===== config.mk =====
export PLATFORM = sky130hd
export DESIGN_NAME = dmae_top
export DESIGN_NICKNAME = d
export VERILOG_FILES = /design/src/design/dmae_top.v
export VERILOG_INCLUDE_DIRS = /design/src /design/src/pkg
export SDC_FILE = /design/constraint.sdc
export NUM_CORES = 1
export LEC_CHECK = 0
export ABC_AREA = 1
export BUFFER_PORTS_ARGS = -buffer_cell sky130_fd_sc_hd__buf_2
export CORE_MARGIN = 5
export CORE_UTILIZATION = 45
export CTS_CLUSTER_SIZE = 12
export DETAILED_ROUTE_END_ITERATION = 8
export PLACE_DENSITY_LB_ADDON = 0.05
export SYNTH_ARGS = -nofsm -noshare
export SYNTH_HDL_FRONTEND = slang
export SYNTH_HIERARCHICAL = 1
export SYNTH_SLANG_ARGS = --single-unit

===== constraint.sdc =====
create_clock -name clk -period 9.97 [get_ports clk]
set_input_delay 0.4985 -clock clk [delete_from_list [all_inputs] [get_ports clk]]
set_output_delay 0.4985 -clock clk [all_outputs]
set_load 0.01 [all_outputs]

===== src/pkg/dmae_consts.vh =====
// Constants of the debug memory access engine: test-port register indexes,
// control/status field positions, bus encodings and the fault message layout.
// Assumes it is included by bare name from design files.
`ifndef DMAE_CONSTS_VH
`define DMAE_CONSTS_VH

// ==========================================================================
// Test-port register indexes
`define DMAE_IDX_CSR        4'h7
`define DMAE_IDX_ADDR       4'h9
`define DMAE_IDX_DATA       4'ha
`define DMAE_IR_RESET       4'h7

// ==========================================================================
// Control/status fields
`define DMAE_F_GO           31
`define DMAE_F_MAP_HI       30
`define DMAE_F_MAP_LO       28
`define DMAE_F_PRIO_HI      27
`define DMAE_F_PRIO_LO      26
`define DMAE_F_DIR          25
`define DMAE_F_SIZE_HI      24
`define DMAE_F_SIZE_LO      22
`define DMAE_F_CNT_HI       21
`define DMAE_F_CNT_LO       8
`define DMAE_F_ERR          1
`define DMAE_F_DV           0
`define DMAE_CSR_RESET      32'h0000_0000

// ==========================================================================
// Transfer widths and bus encodings
`define DMAE_SIZE_8         3'h0
`define DMAE_SIZE_16        3'h1
`define DMAE_SIZE_32        3'h2
`define DMAE_HTRANS_IDLE    2'h0
`define DMAE_HTRANS_NONSEQ  2'h2
`define DMAE_HRESP_ERROR    2'h1

// ==========================================================================
// Fault message
`define DMAE_ERR_CODE       5'h03
`define DMAE_TCODE_ERR      6'h08
`define DMAE_SRC_PROC       4'h0

// ==========================================================================
// Read data buffer
`define DMAE_FIFO_DEPTH     8
`define DMAE_FIFO_AW        3

`endif


===== src/design/dmae_top.v =====
// Debug memory access engine: a test-port register file that drives single
// and block transfers as a system bus master, with a read data buffer.
// Assumes the bus runs on clk; all test-port pins are asynchronous to clk.
`timescale 1ns/1ps
`include "dmae_consts.vh"

// ==========================================================================
// Read data buffer
module dmae_fifo #(
    parameter W  = 32,
    parameter D  = `DMAE_FIFO_DEPTH,
    parameter AW = `DMAE_FIFO_AW
) (
    input  wire         clk,
    input  wire         rstn,
    input  wire         flush,
    input  wire         in_valid,
    output wire         in_ready,
    input  wire [W-1:0] in_data,
    output wire         out_valid,
    input  wire         out_ready,
    output wire [W-1:0] out_data
);
    reg  [W-1:0] mem [0:D-1];
    reg  [AW-1:0] wr_ptr;
    reg  [AW-1:0] rd_ptr;
    reg  [AW:0]   fill;
    wire          push = in_valid && in_ready;
    wire          pop  = out_valid && out_ready;

    assign in_ready  = (fill != D[AW:0]);
    assign out_valid = (fill != {(AW+1){1'b0}});
    assign out_data  = mem[rd_ptr];

    always @(posedge clk) begin
        if (push) begin
            mem[wr_ptr] <= in_data;
        end
    end

    always @(posedge clk or negedge rstn) begin
        if (!rstn) begin
            wr_ptr <= {AW{1'b0}};
            rd_ptr <= {AW{1'b0}};
            fill   <= {(AW+1){1'b0}};
        end else if (flush) begin
            wr_ptr <= {AW{1'b0}};
            rd_ptr <= {AW{1'b0}};
            fill   <= {(AW+1){1'b0}};
        end else begin
            if (push) begin
                wr_ptr <= (wr_ptr == D[AW-1:0] - 1'b1) ? {AW{1'b0}} : wr_ptr + 1'b1;
            end
            if (pop) begin
                rd_ptr <= (rd_ptr == D[AW-1:0] - 1'b1) ? {AW{1'b0}} : rd_ptr + 1'b1;
            end
            if (push && !pop) begin
                fill <= fill + 1'b1;
            end else if (pop && !push) begin
                fill <= fill - 1'b1;
            end
        end
    end
endmodule // dmae_fifo

// Functional notes
// - Registers at indexes 0x7, 0x9, 0xA.
// - Control write with go set starts access; a write waits for the data register write.
// - Urgency field drives bus priority; 00 lowest.
// - Direction 1 writes, 0 reads.
// - Width field selects 8, 16, 32 bits.
// - Count 0 or 1 single, else block.
// - Write moves data register to address.
// - Single write done: ready, clear data-valid.
// - Each block beat: advance address, decrement, ready.
// - Block write ends: data-valid cleared.
// - Working copies keep programmed address and count.
// - Read fills data register, ready, data-valid set.
// - Block read ends: data-valid set.
// - Data shifts 32 bits, LSB first.
// - Bus error ends access, clears go, sets fault.
// - Bus error issues fault message type 8.
// - Message: code 00011, source, type 001000.
// - Control write mid-block stops after current beat.
// - Access only outside system reset, clocks running.
// - Misaligned addresses are not corrected.
// - Ready holds until Capture-DR; off in reset.
module dmae_top #(
    parameter [3:0] SRC_PROC = `DMAE_SRC_PROC
) (
    input  wire        clk,
    input  wire        rstn,
    input  wire        tclk,
    input  wire        tms,
    input  wire        tdi,
    input  wire        trst_n,
    output reg         tdo,
    output reg         tdo_oe,
    output reg         rdy_n,
    input  wire        sys_rstn,
    input  wire        dbg_enable,
    output reg         hbusreq,
    input  wire        hgrant,
    output reg  [31:0] haddr,
    output reg  [1:0]  htrans,
    output reg         hwrite,
    output reg  [2:0]  hsize,
    output reg  [31:0] hwdata,
    input  wire [31:0] hrdata,
    input  wire        hready,
    input  wire [1:0]  hresp,
    output reg  [1:0]  bus_prio,
    output reg  [14:0] err_msg,
    output reg         err_msg_valid
);
    localparam [3:0] T_EX2DR = 4'h0, T_EX1DR = 4'h1, T_SHDR = 4'h2, T_PAUDR = 4'h3;
    localparam [3:0] T_SELIR = 4'h4, T_UPDR = 4'h5, T_CAPDR = 4'h6, T_SELDR = 4'h7;
    localparam [3:0] T_EX2IR = 4'h8, T_EX1IR = 4'h9, T_SHIR = 4'ha, T_PAUIR = 4'hb;
    localparam [3:0] T_RTI = 4'hc, T_UPIR = 4'hd, T_CAPIR = 4'he, T_TLR = 4'hf;
    localparam [1:0] B_IDLE = 2'h0, B_REQ = 2'h1, B_ADDR = 2'h2, B_DATA = 2'h3;

    // ======================================================================
    // Pin synchronisers
    // All six pins pass two flops; a third tclk stage feeds the edge detector.
    reg  [5:0]  pin_s1;
    reg  [5:0]  pin_s2;
    reg         tclk_s3;
    wire        tclk_rise = pin_s2[0] && !tclk_s3;
    wire        tclk_fall = !pin_s2[0] && tclk_s3;
    wire        tms_s     = pin_s2[1];
    wire        tdi_s     = pin_s2[2];
    wire        trst_s    = pin_s2[3];
    wire        sys_ok    = pin_s2[4] && pin_s2[5];

    always @(posedge clk or negedge rstn) begin
        if (!rstn) begin
            pin_s1  <= 6'h00;
            pin_s2  <= 6'h00;
            tclk_s3 <= 1'b0;
        end else begin
            pin_s1  <= {dbg_enable, sys_rstn, trst_n, tdi, tms, tclk};
            pin_s2  <= pin_s1;
            tclk_s3 <= pin_s2[0];
        end
    end

    // ======================================================================
    // Test-port controller
    reg  [3:0]  tap;
    reg  [3:0]  next_tap;
    reg  [3:0]  ir;
    reg  [3:0]  ir_shift;
    reg  [31:0] dr_shift;
    reg  [31:0] csr;
    reg  [31:0] addr_reg;
    reg  [31:0] data_reg;

    always @* begin
        case (tap)
            T_TLR:   next_tap = tms_s ? T_TLR   : T_RTI;
            T_RTI:   next_tap = tms_s ? T_SELDR : T_RTI;
            T_SELDR: next_tap = tms_s ? T_SELIR : T_CAPDR;
            T_CAPDR: next_tap = tms_s ? T_EX1DR : T_SHDR;
            T_SHDR:  next_tap = tms_s ? T_EX1DR : T_SHDR;
            T_EX1DR: next_tap = tms_s ? T_UPDR  : T_PAUDR;
            T_PAUDR: next_tap = tms_s ? T_EX2DR : T_PAUDR;
            T_EX2DR: next_tap = tms_s ? T_UPDR  : T_SHDR;
            T_UPDR:  next_tap = tms_s ? T_SELDR : T_RTI;
            T_SELIR: next_tap = tms_s ? T_TLR   : T_CAPIR;
            T_CAPIR: next_tap = tms_s ? T_EX1IR : T_SHIR;
            T_SHIR:  next_tap = tms_s ? T_EX1IR : T_SHIR;
            T_EX1IR: next_tap = tms_s ? T_UPIR  : T_PAUIR;
            T_PAUIR: next_tap = tms_s ? T_EX2IR : T_PAUIR;
            T_EX2IR: next_tap = tms_s ? T_UPIR  : T_SHIR;
            default: next_tap = tms_s ? T_SELDR : T_RTI;
        endcase
    end

    // One-cycle events toward the engine, all in the clk domain.
    wire        step     = tclk_rise && trst_s;
    wire        cap_ev   = step && (tap == T_CAPDR);
    wire        upd_ev   = step && (tap == T_UPDR);
    wire        csr_wr   = upd_ev && (ir == `DMAE_IDX_CSR);
    wire        addr_wr  = upd_ev && (ir == `DMAE_IDX_ADDR);
    wire        data_wr  = upd_ev && (ir == `DMAE_IDX_DATA);
    wire        data_cap = cap_ev && (ir == `DMAE_IDX_DATA);

    always @(posedge clk or negedge rstn) begin
        if (!rstn) begin
            tap      <= T_TLR;
            ir       <= `DMAE_IR_RESET;
            ir_shift <= 4'h0;
            dr_shift <= 32'h0000_0000;
            tdo      <= 1'b0;
            tdo_oe   <= 1'b0;
        end else if (!trst_s) begin
            tap    <= T_TLR;
            ir     <= `DMAE_IR_RESET;
            tdo_oe <= 1'b0;
        end else begin
            if (tclk_rise) begin
                tap <= next_tap;
                if (tap == T_CAPDR) begin
                    if (ir == `DMAE_IDX_CSR) begin
                        dr_shift <= csr;
                    end else if (ir == `DMAE_IDX_ADDR) begin
                        dr_shift <= addr_reg;
                    end else if (ir == `DMAE_IDX_DATA) begin
                        dr_shift <= data_reg;
                    end else begin
                        dr_shift <= 32'h0000_0000;
                    end
                end else if (tap == T_SHDR) begin
                    dr_shift <= {tdi_s, dr_shift[31:1]};
                end
                if (tap == T_CAPIR) begin
                    ir_shift <= 4'h1;
                end else if (tap == T_SHIR) begin
                    ir_shift <= {tdi_s, ir_shift[3:1]};
                end else if (tap == T_UPIR) begin
                    ir <= ir_shift;
                end else if (tap == T_TLR) begin
                    ir <= `DMAE_IR_RESET;
                end
            end
            // The pin changes on the falling test clock, as a tool expects.
            if (tclk_fall) begin
                tdo    <= (tap == T_SHIR) ? ir_shift[0] : dr_shift[0];
                tdo_oe <= (tap == T_SHDR) || (tap == T_SHIR);
            end
        end
    end

    // ======================================================================
    // Register file and transfer engine
    reg  [1:0]  bst;
    reg  [31:0] work_addr;
    reg  [13:0] work_left;
    reg  [13:0] read_left;
    reg         reload;
    reg         wdata_pend;
    reg         word_held;
    wire [13:0] cnt_field = csr[`DMAE_F_CNT_HI:`DMAE_F_CNT_LO];
    wire        go        = csr[`DMAE_F_GO];
    wire        dir_wr    = csr[`DMAE_F_DIR];
    wire        fifo_in_ready;
    wire        fifo_out_valid;
    wire [31:0] fifo_out_data;
    wire        beat_end  = (bst == B_DATA) && hready;
    wire        beat_err  = (bst == B_DATA) && (hresp == `DMAE_HRESP_ERROR);
    wire        rd_push   = beat_end && !hwrite && !beat_err && !reload;
    wire        rd_load   = fifo_out_valid && !word_held;
    // Held-back read words stall new read beats when the buffer is full.
    wire        can_start = go && sys_ok && !reload && (work_left != 14'h0000) &&
                            (dir_wr ? wdata_pend : fifo_in_ready);

    dmae_fifo #(
        .W  (32),
        .D  (`DMAE_FIFO_DEPTH),
        .AW (`DMAE_FIFO_AW)
    ) u_rd_fifo (
        .clk       (clk),
        .rstn      (rstn),
        .flush     (csr_wr),
        .in_valid  (rd_push),
        .in_ready  (fifo_in_ready),
        .in_data   (hrdata),
        .out_valid (fifo_out_valid),
        .out_ready (!word_held),
        .out_data  (fifo_out_data)
    );

    always @(posedge clk or negedge rstn) begin
        if (!rstn) begin
            csr           <= `DMAE_CSR_RESET;
            addr_reg      <= 32'h0000_0000;
            data_reg      <= 32'h0000_0000;
            bst           <= B_IDLE;
            work_addr     <= 32'h0000_0000;
            work_left     <= 14'h0000;
            read_left     <= 14'h0000;
            reload        <= 1'b0;
            wdata_pend    <= 1'b0;
            word_held     <= 1'b0;
            hbusreq       <= 1'b0;
            haddr         <= 32'h0000_0000;
            htrans        <= `DMAE_HTRANS_IDLE;
            hwrite        <= 1'b0;
            hsize         <= `DMAE_SIZE_32;
            hwdata        <= 32'h0000_0000;
            bus_prio      <= 2'h0;
            rdy_n         <= 1'b1;
            err_msg       <= 15'h0000;
            err_msg_valid <= 1'b0;
        end else begin
            err_msg_valid <= 1'b0;
            bus_prio      <= csr[`DMAE_F_PRIO_HI:`DMAE_F_PRIO_LO];
            if (addr_wr) begin
                addr_reg <= dr_shift;
            end
            // Bus cycle: request, address phase, data phase.
            case (bst)
                B_IDLE: begin
                    if (reload) begin
                        // Working copies leave the programmed values untouched.
                        work_addr <= addr_reg;
                        work_left <= (cnt_field > 14'h0001) ? cnt_field : 14'h0001;
                        read_left <= (cnt_field > 14'h0001) ? cnt_field : 14'h0001;
                        reload    <= 1'b0;
                    end else if (can_start) begin
                        hbusreq <= 1'b1;
                        bst     <= B_REQ;
                    end
                end
                B_REQ: begin
                    if (hgrant && hready) begin
                        hbusreq    <= 1'b0;
                        haddr      <= work_addr;
                        htrans     <= `DMAE_HTRANS_NONSEQ;
                        hwrite     <= dir_wr;
                        hsize      <= csr[`DMAE_F_SIZE_HI:`DMAE_F_SIZE_LO];
                        wdata_pend <= 1'b0;
                        bst        <= B_ADDR;
                    end
                end
                B_ADDR: begin
                    if (hready) begin
                        htrans <= `DMAE_HTRANS_IDLE;
                        hwdata <= data_reg;
                        bst    <= B_DATA;
                    end
                end
                default: begin
                    if (beat_err) begin
                        // No retry: the access ends at the first error.
                        bst                <= B_IDLE;
                        work_left          <= 14'h0000;
                        csr[`DMAE_F_GO]    <= 1'b0;
                        csr[`DMAE_F_ERR]   <= 1'b1;
                        err_msg_valid      <= 1'b1;
                        err_msg            <= {`DMAE_ERR_CODE, SRC_PROC, `DMAE_TCODE_ERR};
                    end else if (hready) begin
                        bst       <= B_IDLE;
                        work_addr <= work_addr + (32'h0000_0001 << hsize[1:0]);
                        work_left <= work_left - 14'h0001;
                        if (hwrite && !reload) begin
                            rdy_n <= 1'b0;
                            if (work_left == 14'h0001) begin
                                csr[`DMAE_F_DV] <= 1'b0;
                                csr[`DMAE_F_GO] <= 1'b0;
                            end
                        end
                    end
                end
            endcase
            // Read words move from the buffer into the data register one at a time.
            if (rd_load) begin
                data_reg  <= fifo_out_data;
                word_held <= 1'b1;
                rdy_n     <= 1'b0;
                read_left <= read_left - 14'h0001;
                if (read_left == 14'h0001) begin
                    csr[`DMAE_F_DV] <= 1'b1;
                    csr[`DMAE_F_GO] <= 1'b0;
                end
            end else if (data_cap) begin
                word_held <= 1'b0;
            end
            // A read's scan also passes Update-DR; it must not overwrite fetched data.
            if (data_wr && dir_wr) begin
                data_reg        <= dr_shift;
                wdata_pend      <= 1'b1;
                csr[`DMAE_F_DV] <= 1'b1;
            end
            if (cap_ev) begin
                rdy_n <= 1'b1;
            end
            if (!sys_ok) begin
                rdy_n <= 1'b1;
            end
            // A control write ends any block after the beat in flight and may
            // start the next access; it outranks the status updates above.
            if (csr_wr) begin
                csr        <= {dr_shift[31:2], dr_shift[`DMAE_F_GO] ? 1'b0 : csr[`DMAE_F_ERR], 1'b0};
                reload     <= 1'b1;
                word_held  <= 1'b0;
                wdata_pend <= 1'b0;
                if (bst == B_IDLE) begin
                    work_left <= 14'h0000;
                end
            end
        end
    end
endmodule // dmae_top


==> flow_metrics.env, run 1 <==
export IMPL_clkTransAtPathRegs_ps=60
export IMPL_fin_hold_ws_ps=151.7
export IMPL_worstSetupPathType="reg2reg"
export IMPL_start_kind="flip-flop"
export IMPL_r2r_cells=9
export IMPL_r2r_end="u_rd_fifo/mem[4][15]$_DFFE_PP_"
export IMPL_transition_at_the_pin_with_the_smallest_max_transition_slack_ps=1224
export IMPL_critical_path_max_fanout=32
export IMPL_cap_violations=0
export IMPL_run_status="finished clean"
export IMPL_setup_worst_path_end_class="flip-flop"
export IMPL_hp_start="hrdata[12]"
export IMPL_synth_xor_xnor_area_share_pct=0.3420
export IMPL_finalHoldViolCount=0
export IMPL_grt_antenna_before_repair=1
export IMPL_maximum_vdd_ir_drop_mv=0.1499
export IMPL_avgSynthCellArea_um2=9.350
export IMPL_clock_period_minus_worst_slack_ps=3531
export IMPL_postCtsHoldBufs=7
export IMPL_main_combinational_cell_family_by_area_after_synthesis="simple AND/OR/NAND/NOR gates"
export IMPL_fin_nets=2876
export IMPL_grt_max_degree=139
export IMPL_drc=0
export IMPL_hold_path_endpoint="u_rd_fifo/mem[1][12]$_DFFE_PP_"
export IMPL_io_pins=136
export IMPL_die_area_mm2=0.06178
export IMPL_row_count=87
export IMPL_place_detailed_hpwl_mm=45.25
export IMPL_grt_first_pass_wirelength_mm=109.6
export IMPL_mappedNetlistArea_mm2=0.02561
export IMPL_cpPeakStageDelay_ps=980
export IMPL_total_power_divided_by_cell_area_mw_per_mm2=233.8
export IMPL_synth_warnings=6
export IMPL_fp_dieH_um=248.6
export IMPL_die_width_um=248.6
export IMPL_path_buf_inv=3
export IMPL_cts_root_buffer="clkbuf_16"
export IMPL_postCtsSetupRepairBufs=0
export IMPL_synth_yosys_seq_area_share_pct=59.87
export IMPL_first_global_vias=18960
export IMPL_fin_tns_setup_ps=0
export IMPL_fmax_mhz=283.2
export IMPL_portBuffers=122
export IMPL_drt_vias_per_instance=5.296
export IMPL_ordered_list_of_cells_on_the_worst_path="ha_1, nand2_1, inv_1, nor4_1, buf_4, inv_1, a21oi_1, nand2_1, nor2_4"
export IMPL_n_fill_cell=5308
export IMPL_initial_utilization_pct=45.42
export IMPL_most_frequent_standard_cell_in_the_layout_excluding_fill_and_tap_cells="nand2_1"
export IMPL_overflow=0
export IMPL_post_route_worst_setup_slack_ps=6439
export IMPL_synth_edff_count=256
export IMPL_synth_compound_area_share_pct=14.30
export IMPL_fin_worst_skew_ps=23.86
export IMPL_coreArea_mm2=0.05639
export IMPL_count_of_final_setup_violators=0
export IMPL_clock_sinks=561
export IMPL_multi_input_comb_area_mm2=0.008558
export IMPL_wire_per_inst_um=18.94
export IMPL_fraction_of_final_layout_cells_sized_beyond_drive_strength_1_pct=10.59
export IMPL_worstPathArrival_ps=3760
export IMPL_ffs_latches_synth=561
export IMPL_critical_path_required_ps=10200
export IMPL_num_vias=19160
export IMPL_placed_cell_area_mm2=0.02665
export IMPL_slew_headroom_pct=18.23
export IMPL_track_usage_pct=21.84
export IMPL_pre_cts_ws_ps=6435
export IMPL_finalMaxSlewViolations=0
export IMPL_synth_async_sr_flop_share_pct=54.37
export IMPL_layout_cells_most_common_list="nand2_1 (479), nor2_1 (373), o21ai_0 (336)"
export IMPL_synth_simple_area_share_pct=17.14
export IMPL_clock_buffer_count_from_cts=61
export IMPL_clk_latency_ps=630
export IMPL_final_min_period_over_clock_period_pct=35.41
export IMPL_synthFlopType="dfrtp_1"
export IMPL_post_synth_mux_area_share_pct=0.04397
export IMPL_area_growth_syn_to_layout_pct=11.57
export IMPL_htreeDepth=2
export IMPL_worst_hold_path_num_cells=1
export IMPL_drtAntennaViolNets=0
export IMPL_setup_reg_to_reg_worst_slack_ps=6440
export IMPL_synth_fa_ha_area_share_pct=1.134
export IMPL_holdCritPathClass="in2reg"
export IMPL_rsz0062_at_grt="false"
export IMPL_first_pass_iters=7
export IMPL_finalWeightedCongestion=0.8804
export IMPL_finish_instance_area_mm2=0.02857
export IMPL_critical_path_reg2reg_startpoint="bst[0]$_DFFE_PN0P_"
export IMPL_tritoncts="built"
export IMPL_max_flop_register="u_rd_fifo/mem"
export IMPL_initialDrtViolationCount=1569
export IMPL_cts_resized=0
export IMPL_maximum_count_of_clock_buffers_along_a_single_path=3
export IMPL_postSynthCellCount=2739
export IMPL_slowest_cell_on_the_critical_path="nor2_4"
export IMPL_crit_family="simple AND/OR/NAND/NOR gates"
export IMPL_wirelength_mm=68.50
export IMPL_max_ffs_per_register=256
export IMPL_post_synthesis_cell_type_count=52
export IMPL_final_seq_area_mm2=0.01534
export IMPL_total_leakage_power_uw=0.01177
[cell type report]
| cell class | count | area share [%] |
|---|---|---|
| clock buffer | 85 | 5.833 |
| inverter | 278 | 3.661 |
| sequential | 561 | 53.68 |
| antenna | 1 | 0.008758 |
| multi-input combinational | 1762 | 29.95 |
| clock inverter | 28 | 0.6481 |
| tap | 756 | 3.311 |
| timing repair buffer | 146 | 2.908 |
[layer usage]
| metal | up-vias | wire, um | track usage, % |
|---|---|---|---|
| met5 | - | 0 | 0 |
| met4 | 0 | 2112 | 6.953 |
| met3 | 114 | 3010 | 2.884 |
| met2 | 449 | 31040 | 34.51 |
| met1 | 9257 | 32340 | 31.65 |
| li1 | 9335 | - | - |
[cell families after synthesis]
logic type	Yosys count
AND/OR/NAND/NOR	1054
AO/OA/AOI/OAI	662
flip-flops	561
buffers and inverters	428
adder cells (fa/ha/maj)	22
XOR/XNOR	10
other	1
multiplexers	1
[cell usage after synthesis (5+ instances only)]
| master | count | area [um^2] |
|---|---|---|
| o21bai_1 | 21 | 157.7 |
| edfxtp_1 | 256 | 7687 |
| o211ai_1 | 38 | 285.3 |
| nand2_1 | 480 | 1802 |
| ha_1 | 20 | 250.2 |
| buf_6 | 8 | 90.09 |
| buf_2 | 49 | 245.2 |
| o22ai_1 | 65 | 406.6 |
| dfrtp_1 | 296 | 7407 |
| inv_1 | 259 | 972.2 |
| nand4_1 | 21 | 131.4 |
| a21oi_1 | 98 | 490.5 |
| clkbuf_1 | 55 | 206.5 |
| dfstp_2 | 9 | 236.5 |
| buf_1 | 8 | 30.03 |
| nor2_4 | 9 | 101.4 |
| nand2_2 | 6 | 37.54 |
| nor2_1 | 381 | 1430 |
| buf_4 | 26 | 195.2 |
| o21ai_1 | 48 | 240.2 |
| o21ai_0 | 336 | 1682 |
| nor3_1 | 6 | 30.03 |
| a22oi_1 | 8 | 60.06 |
| a31oi_1 | 35 | 219.0 |
| nand2_4 | 7 | 78.83 |
| inv_2 | 17 | 63.81 |
| xor2_1 | 9 | 78.83 |
| nand3_1 | 127 | 635.6 |
| nor2_2 | 5 | 31.28 |
[worst max-delay path by stage]
| stage | startpoint | endpoint | slack (ps) | cells after the start |
|---|---|---|---|---|
| final | bst[0]$_DFFE_PN0P_ | u_rd_fifo/mem[4][15]$_DFFE_PP_ | 6440 | 9 |
| after global routing | bst[0]$_DFFE_PN0P_ | u_rd_fifo/mem[4][20]$_DFFE_PP_ | 6210 | 9 |
| after CTS | bst[0]$_DFFE_PN0P_ | u_rd_fifo/mem[4][20]$_DFFE_PP_ | 6450 | 9 |
| after detailed placement | hresp[0] | u_rd_fifo/mem[4][3]$_DFFE_PP_ | 6430 | 11 |
| after global placement | hresp[0] | u_rd_fifo/mem[4][4]$_DFFE_PP_ | 6570 | 11 |
| after floorplan | bst[0]$_DFFE_PN0P_ | u_rd_fifo/mem[0][0]$_DFFE_PP_ | 6190 | 8 |
[through the flow]
step	utilization [%]	instances	power, uW
after floorplan	-	2751	4050
after global placement	47.26	3496	4581
after detailed placement	47.26	3496	4611
after CTS	50.67	3616	6755
after global routing	50.67	3616	7098
final	50.67	3617	6679
[where the power goes]
| group | switching (uW) | total, uW | leakage (uW) | internal (uW) |
|---|---|---|---|---|
| Sequential | 222 | 2940 | 0.00622 | 2710 |
| Clock | 912 | 2120 | 0.000918 | 1210 |
| Combinational | 1100 | 1620 | 0.00463 | 525 |
| Total | 2230 | 6680 | 0.0118 | 4450 |
(Power assumes the default switching activity.)
==> run 2: changes to the inputs <==
Clock period 9.97 ns to 3 ns, I/O delays scaled along.
==> run 2 against run 1 <==
  * Global-route usage is 0.24 points higher
  * Non-clock buffer count is 70 higher
  * Hold slack worse by 66 ps
  * Routed wire length is 1.5% higher
  * Critical path depth is 1 higher
  * Combinational power grew to 3.5 times the previous value
  * Clock skew is 12 ps lower
  * Sequential share of layout area is 1.9 points lower
  * Via count is 1.2% higher
  * Critical endpoint is now u_rd_fifo/mem[4][5]$_DFFE_PP_
  * Final cell count is 1.9% higher
  * Worst setup slack worse by 6000 ps
  * Core utilization is 1.8 points higher
==> flow_metrics.env, run 2 (same netlist as run 1, synthesis figures left out) <==
export IMPL_dpl_cell_count=3533
export IMPL_max_flop_register="u_rd_fifo/mem"
export IMPL_maximum_count_of_clock_buffers_along_a_single_path=3
export IMPL_use_met3_pct=3.009
export IMPL_most_frequent_standard_cell_in_the_layout_excluding_fill_and_tap_cells="nand2_1"
export IMPL_tritoncts="built"
export IMPL_r2r_cells=10
export IMPL_initialDrtViolationCount=1552
export IMPL_n_fill_cell=5337
export IMPL_maximum_vdd_ir_drop_mv=0.5078
export IMPL_fin_nets=2945
export IMPL_io_pins=136
export IMPL_setup_worst_path_end_class="flip-flop"
export IMPL_finalWeightedCongestion=0.8849
export IMPL_coreArea_mm2=0.05639
export IMPL_transition_at_the_pin_with_the_smallest_max_transition_slack_ps=775.1
export IMPL_grt_first_pass_wirelength_mm=110.4
export IMPL_use_met1_pct=31.26
export IMPL_die_width_um=248.6
export IMPL_post_route_worst_setup_slack_ps=462.7
export IMPL_worstSetupPathType="reg2reg"
export IMPL_clock_period_minus_worst_slack_ps=2537
export IMPL_count_of_final_setup_violators=0
export IMPL_die_area_mm2=0.06178
export IMPL_place_detailed_hpwl_mm=46.66
export IMPL_rsz0062_at_grt="false"
export IMPL_final_cells=3687
export IMPL_layout_cells_most_common_list="nand2_1 (479), nor2_1 (373), o21ai_0 (336)"
export IMPL_first_global_vias=19100
export IMPL_area_growth_syn_to_layout_pct=15.56
export IMPL_fp_dieH_um=248.6
export IMPL_finalMaxSlewViolations=0
export IMPL_cts_root_buffer="clkbuf_16"
export IMPL_first_pass_iters=5
export IMPL_run_status="finished clean"
export IMPL_total_leakage_power_uw=0.01225
export IMPL_fin_worst_skew_ps=12.00
export IMPL_clock_buffer_count_from_cts=60
export IMPL_critical_path_max_fanout=32
export IMPL_fraction_of_final_layout_cells_sized_beyond_drive_strength_1_pct=11.98
export IMPL_fin_hold_ws_ps=85.29
export IMPL_final_seq_area_mm2=0.01534
export IMPL_total_power_divided_by_cell_area_mw_per_mm2=779.4
export IMPL_busiest_layer="met2"
export IMPL_drc=0
export IMPL_grt_antenna_before_repair=1
export IMPL_clock_sinks=561
export IMPL_pre_cts_ws_ps=510.7
export IMPL_initial_utilization_pct=45.42
export IMPL_cap_violations=0
export IMPL_antennaDiodeCount=0
export IMPL_critical_path_required_ps=3310
export IMPL_cts_resized=0
export IMPL_wire_per_inst_um=18.86
export IMPL_slew_headroom_pct=48.21
export IMPL_placed_cell_area_mm2=0.02713
export IMPL_clk_latency_ps=630
export IMPL_finalHoldViolCount=0
export IMPL_multi_input_comb_area_mm2=0.008564
export IMPL_grt_max_degree=130
export IMPL_portBuffers=122
export IMPL_overflow=0
export IMPL_drtAntennaViolNets=0
export IMPL_fmax_mhz=394.1
export IMPL_max_ffs_per_register=256
export IMPL_finish_instance_area_mm2=0.02959
export IMPL_num_vias=19380
export IMPL_drt_vias_per_instance=5.255
export IMPL_global_route_usage_met2_pct=36.33
export IMPL_htreeDepth=2
export IMPL_row_count=87
export IMPL_start_kind="flip-flop"
export IMPL_worstPathArrival_ps=2850
export IMPL_clkTransAtPathRegs_ps=60
export IMPL_final_min_period_over_clock_period_pct=84.58
export IMPL_track_usage_pct=22.08
export IMPL_wirelength_mm=69.55
export IMPL_holdCritPathClass="in2async"
[run 2: changes by cell type in the layout (fill, tap and decap cells not counted), sizes merged]
cell / delta
buf: +37
clkinvlp: +2
diode: -1
dlygate4sd3: +33
clkbuf: +11
clkinv: -15
bufinv: +3
[run 2: report_power, final]
part	internal (uW)	total, uW	switching (uW)	leakage (uW)
clock network	4570	7670	3090	0.00101
registers	9010	9730	722	0.00622
logic	1900	5670	3760	0.00501
total	15500	23100	7580	0.0122
[run 2: path summary, 6_finish.rpt]
check                      slack, ps                       endpoint                start
max                              460  u_rd_fifo/mem[4][5]$_DFFE_PP_   bst[0]$_DFFE_PN0P_
min                               90           haddr[8]$_DFFE_PN0P_                 rstn
max reg2reg                      460  u_rd_fifo/mem[4][5]$_DFFE_PP_   bst[0]$_DFFE_PN0P_
min reg2reg                      340            pin_s2[5]$_DFF_PN0_  pin_s1[5]$_DFF_PN0_
max in group asynchronous       2070             tap[3]$_DFFE_PN1N_                 rstn
min in group clk                 100              rdy_n$_DFFE_PN1P_             hresp[1]
[run 2: layout make-up]
cell class	instances	share of cell area [%]
clock inverter	18	0.8456
clock buffer	96	6.122
inverter	278	3.535
timing repair buffer	216	5.539
sequential	561	51.82
tap	756	3.196
multi-input combinational	1762	28.94
[run 2: layer usage]
layer / up-vias / wire length (um)
li1: 9472 / -
met1: 9332 / 31860
met2: 481 / 32890
met3: 92 / 3304
met4: 0 / 1494
met5: - / 0
[run 2: stage by stage]
stage	TNS, ps	power (uW)	util, %
after floorplan	-33380	13470	-
after global placement	0	15400	48.12
after detailed placement	0	15510	48.12
after CTS	0	23290	52.48
after global routing	0	24390	52.48
final	0	23070	52.48
[run 2: critical path, stage by stage (launching register included)]
cell	delay, ps
dfrtp_1	430
ha_1	240
nand2_1	150
inv_1	100
nor4_2	150
buf_4	220
inv_1	50
a21oi_1	150
nand2_1	260
nor2_4	190
buf_12	250
[run 2: repair_timing]
| action | CTS | global route |
|---|---|---|
| endpoints found under the hold margin | 492 | 0 |
| endpoints found under the setup margin | 0 | 0 |
| hold buffers | 40 | 0 |
| setup buffers | 0 | 0 |
==> run 3: changes to the inputs <==
Settings changed: ABC_AREA 1 to 0.
Clock period 3 ns to 2.4 ns, I/O delays scaled along.
==> run 3 against run 2 <==
  * Via count down 18%
  * Final cell count fell by 23%
  * Synthesized cell count decreased by 32%
  * Global-route usage down 0.78 points
  * Critical path type unchanged
  * Critical path depth fell by 1
  * Core utilization grew 1.6 points
  * Highest routed layer unchanged
  * Design area is 2.0% lower
==> flow_metrics.env, run 3 <==
export IMPL_run_status="finished clean"
export IMPL_use_met1_pct=29.82
export IMPL_worstSetupPathType="reg2reg"
export IMPL_fin_tns_setup_ps=0
export IMPL_initialDrtViolationCount=1296
export IMPL_fraction_of_final_layout_cells_sized_beyond_drive_strength_1_pct=26.19
export IMPL_wire_per_inst_um=22.44
export IMPL_grt_max_degree=83
export IMPL_overflow=0
export IMPL_synth_top_area_share_pct=31.67
export IMPL_multi_input_comb_area_mm2=0.008594
export IMPL_synthFlopType="dfrtp_1"
export IMPL_n_fill_cell=4533
export IMPL_synth_edff_count=256
export IMPL_seq_power_share_pct=43.6
export IMPL_ordered_list_of_cells_on_the_worst_path="ha_2, nand3b_1, and4b_2, nand3_2, ha_1, and3_1, o211ai_1, mux2i_1, o211ai_1"
export IMPL_fp_dieH_um=242.3
export IMPL_htreeDepth=2
export IMPL_fmax_mhz=422.8
export IMPL_total_leakage_power_uw=0.01156
export IMPL_grt_first_pass_wirelength_mm=99.01
export IMPL_clkTransAtPathRegs_ps=60
export IMPL_finalWeightedCongestion=0.8671
export IMPL_track_usage_pct=21.30
export IMPL_tritoncts="built"
export IMPL_postSynthCellCount=1869
export IMPL_pre_cts_ws_ps=-23.36
export IMPL_fin_worst_skew_ps=24.38
export IMPL_die_area_mm2=0.05869
export IMPL_synth_largest_area_cell="edfxtp_1"
export IMPL_p_switching_uw=9253
export IMPL_clock_buffer_count_from_cts=60
export IMPL_share_clk_of_total_power_pct=29.9
export IMPL_ffs_latches_synth=561
export IMPL_area_growth_syn_to_layout_pct=19.53
export IMPL_drt_vias_per_instance=5.665
export IMPL_cap_violations=0
export IMPL_max_ffs_per_register=256
export IMPL_dpl_cell_count=2658
export IMPL_clk_latency_ps=630
export IMPL_total_power_divided_by_cell_area_mw_per_mm2=1035
export IMPL_global_route_usage_met2_pct=34.99
export IMPL_initial_utilization_pct=45.29
export IMPL_critical_path_top_cell_by_count="o211ai_1"
export IMPL_start_kind="flip-flop"
export IMPL_worstPathArrival_ps=2850
export IMPL_critical_path_max_fanout=4
export IMPL_avgSynthCellArea_um2=12.99
export IMPL_layout_cells_most_common_list="dfrtp_1 (293), nand2_1 (259), edfxtp_1 (256)"
export IMPL_most_frequent_standard_cell_in_the_layout_excluding_fill_and_tap_cells="dfrtp_1"
export IMPL_clock_period_minus_worst_slack_ps=2365
export IMPL_final_min_period_over_clock_period_pct=98.56
export IMPL_coreArea_mm2=0.05360
export IMPL_use_met3_pct=3.442
export IMPL_netlist_top_cells_area="edfxtp_1 (32%), dfrtp_1 (31%), mux4_2 (5.9%)"
export IMPL_row_count=85
export IMPL_holdCritPathClass="in2reg"
export IMPL_cts_root_buffer="clkbuf_16"
export IMPL_max_flop_register="u_rd_fifo/mem"
export IMPL_drtAntennaViolNets=0
export IMPL_clock_sinks=561
export IMPL_die_width_um=242.3
export IMPL_io_pins=136
export IMPL_synthTopCellsByCount="dfrtp_1 (296), nand2_1 (260), edfxtp_1 (256), mux2_2 (126), nor2_1 (120)"
export IMPL_switching_share_pct=30.81
export IMPL_first_pass_iters=5
export IMPL_internal_power_uw=20770
export IMPL_cpPeakStageDelay_ps=420
export IMPL_synth_warnings=6
export IMPL_busiest_layer="met2"
export IMPL_maximum_count_of_clock_buffers_along_a_single_path=3
export IMPL_post_route_worst_setup_slack_ps=34.63
export IMPL_fin_nets=2137
export IMPL_setup_reg_to_reg_worst_slack_ps=30
export IMPL_final_seq_area_mm2=0.01534
export IMPL_rsz0062_at_grt="true"
export IMPL_first_global_vias=16170
export IMPL_num_vias=15980
export IMPL_maximum_vdd_ir_drop_mv=0.6587
export IMPL_synth_async_sr_flop_share_pct=54.37
export IMPL_setup_worst_path_end_class="flip-flop"
export IMPL_portBuffers=122
export IMPL_synth_yosys_seq_area_share_pct=63.16
export IMPL_pwr_share_comb_pct=26.4
export IMPL_finalMaxSlewViolations=0
export IMPL_final_cells=2821
export IMPL_slowest_cell_on_the_critical_path="dfrtp_1"
export IMPL_mappedNetlistArea_mm2=0.02427
export IMPL_wirelength_mm=63.30
export IMPL_slew_headroom_pct=53.87
export IMPL_critical_path_required_ps=2890
export IMPL_yosys_cell_count_top_type="dfrtp_1"
export IMPL_post_synthesis_cell_type_count=75
export IMPL_grt_antenna_before_repair=2
export IMPL_count_of_final_setup_violators=0
export IMPL_transition_at_the_pin_with_the_smallest_max_transition_slack_ps=686.7
export IMPL_drc=0
export IMPL_place_detailed_hpwl_mm=41.20
export IMPL_finalHoldViolCount=0
## run 3: cell count changes after synthesis, sizes merged, moves of 109 or more
cell and change:
nand2 -232, mux2 +125, o21ai -302, nand3 -109
nor2 -275, inv -246
## run 3: path summary, 6_finish.rpt
path,end,depth (start not counted),startpoint
worst max register to register,u_rd_fifo/fill[3]$_DFFE_PN0P_,9,bst[0]$_DFFE_PN0P_
min in group asynchronous,data_reg[25]$_DFFE_PN0P_,3,rstn
worst max-delay path,u_rd_fifo/fill[3]$_DFFE_PN0P_,9,bst[0]$_DFFE_PN0P_
worst min register to register,pin_s2[2]$_DFF_PN0_,0,pin_s1[2]$_DFF_PN0_
worst min-delay path,htrans[1]$_DFFE_PN0P_,5,hready
max in group asynchronous,pin_s1[0]$_DFF_PN0_,3,rstn
## run 3: through the flow
step	total power, uW	hold WS (ps)	util [%]	cell area (um^2)
finish	30030	37.83	54.13	29020
global route	31680	79.02	54.13	29020
CTS	30270	4.635	53.77	28820
detailed placement	21080	17.12	49.37	26460
global placement	20990	19.44	49.37	26460
floorplan	18110	-175.6	-	24440
## run 3: repair_timing
| action | 4_1_cts | 5_1_grt |
|---|---|---|
| cloned | 0 | 2 |
| endpoints found under the setup margin | 2 | 15 |
| buffers inserted | 0 | 4 |
| hold buffers | 41 | 0 |
| pin swaps | 1 | 6 |
| resized for setup | 3 | 27 |
| endpoints found under the hold margin | 562 | 0 |
## run 3: kinds of logic (layout without fill, tap and decap cells)
kind of cell | count (synthesis) | in the layout | share of synthesized area [%]
muxes | 210 | 210 | 12.61
xor gates and xnor gates | 14 | 14 | 0.5051
buffers and inverters | 165 | 407 | 2.943
other | 1 | 15 | 0.01545
and+or+nand+nor | 562 | 562 | 10.66
AOI/OAI and AO/OA | 334 | 334 | 8.917
DFF | 561 | 561 | 63.16
adders and majority gates | 22 | 22 | 1.196
## run 3: area by class of cell
| type | count | area share [%] |
|---|---|---|
| multi-input cells | 1155 | 29.62 |
| clock buffers | 106 | 6.330 |
| repair buffers | 261 | 7.486 |
| flip-flops and latches | 561 | 52.86 |
| inverters | 32 | 0.4140 |
| clock inverters | 8 | 0.2717 |
| diodes | 2 | 0.01725 |
| well taps | 696 | 3.001 |
## run 3: worst max-delay path, delay by kind of cell (launching register included)
family	cells	cell delay [ps]
and+or+nand+nor	4	680
adders and majority gates	2	520
AOI/OAI and AO/OA	2	350
muxes	1	250
DFF	1	420
## run 3: power by group through the flow
stage                     clock network (uW)  registers [uW]  logic, uW
after floorplan                            0           12800       5280
after global placement                     0           13200       7760
after detailed placement                   0           13300       7820
after CTS                               9230           13100       7940
after global routing                    9670           13300       8690
final                                   8990           13100       7940
## run 3: metal layers
metal	share of wire (%)	vias up	wire length (um)
met5	0	-	0
met4	2.7	0	1699
met3	4.6	95	2890
met2	48	409	30580
met1	44	8136	28140
li1	-	7341	-
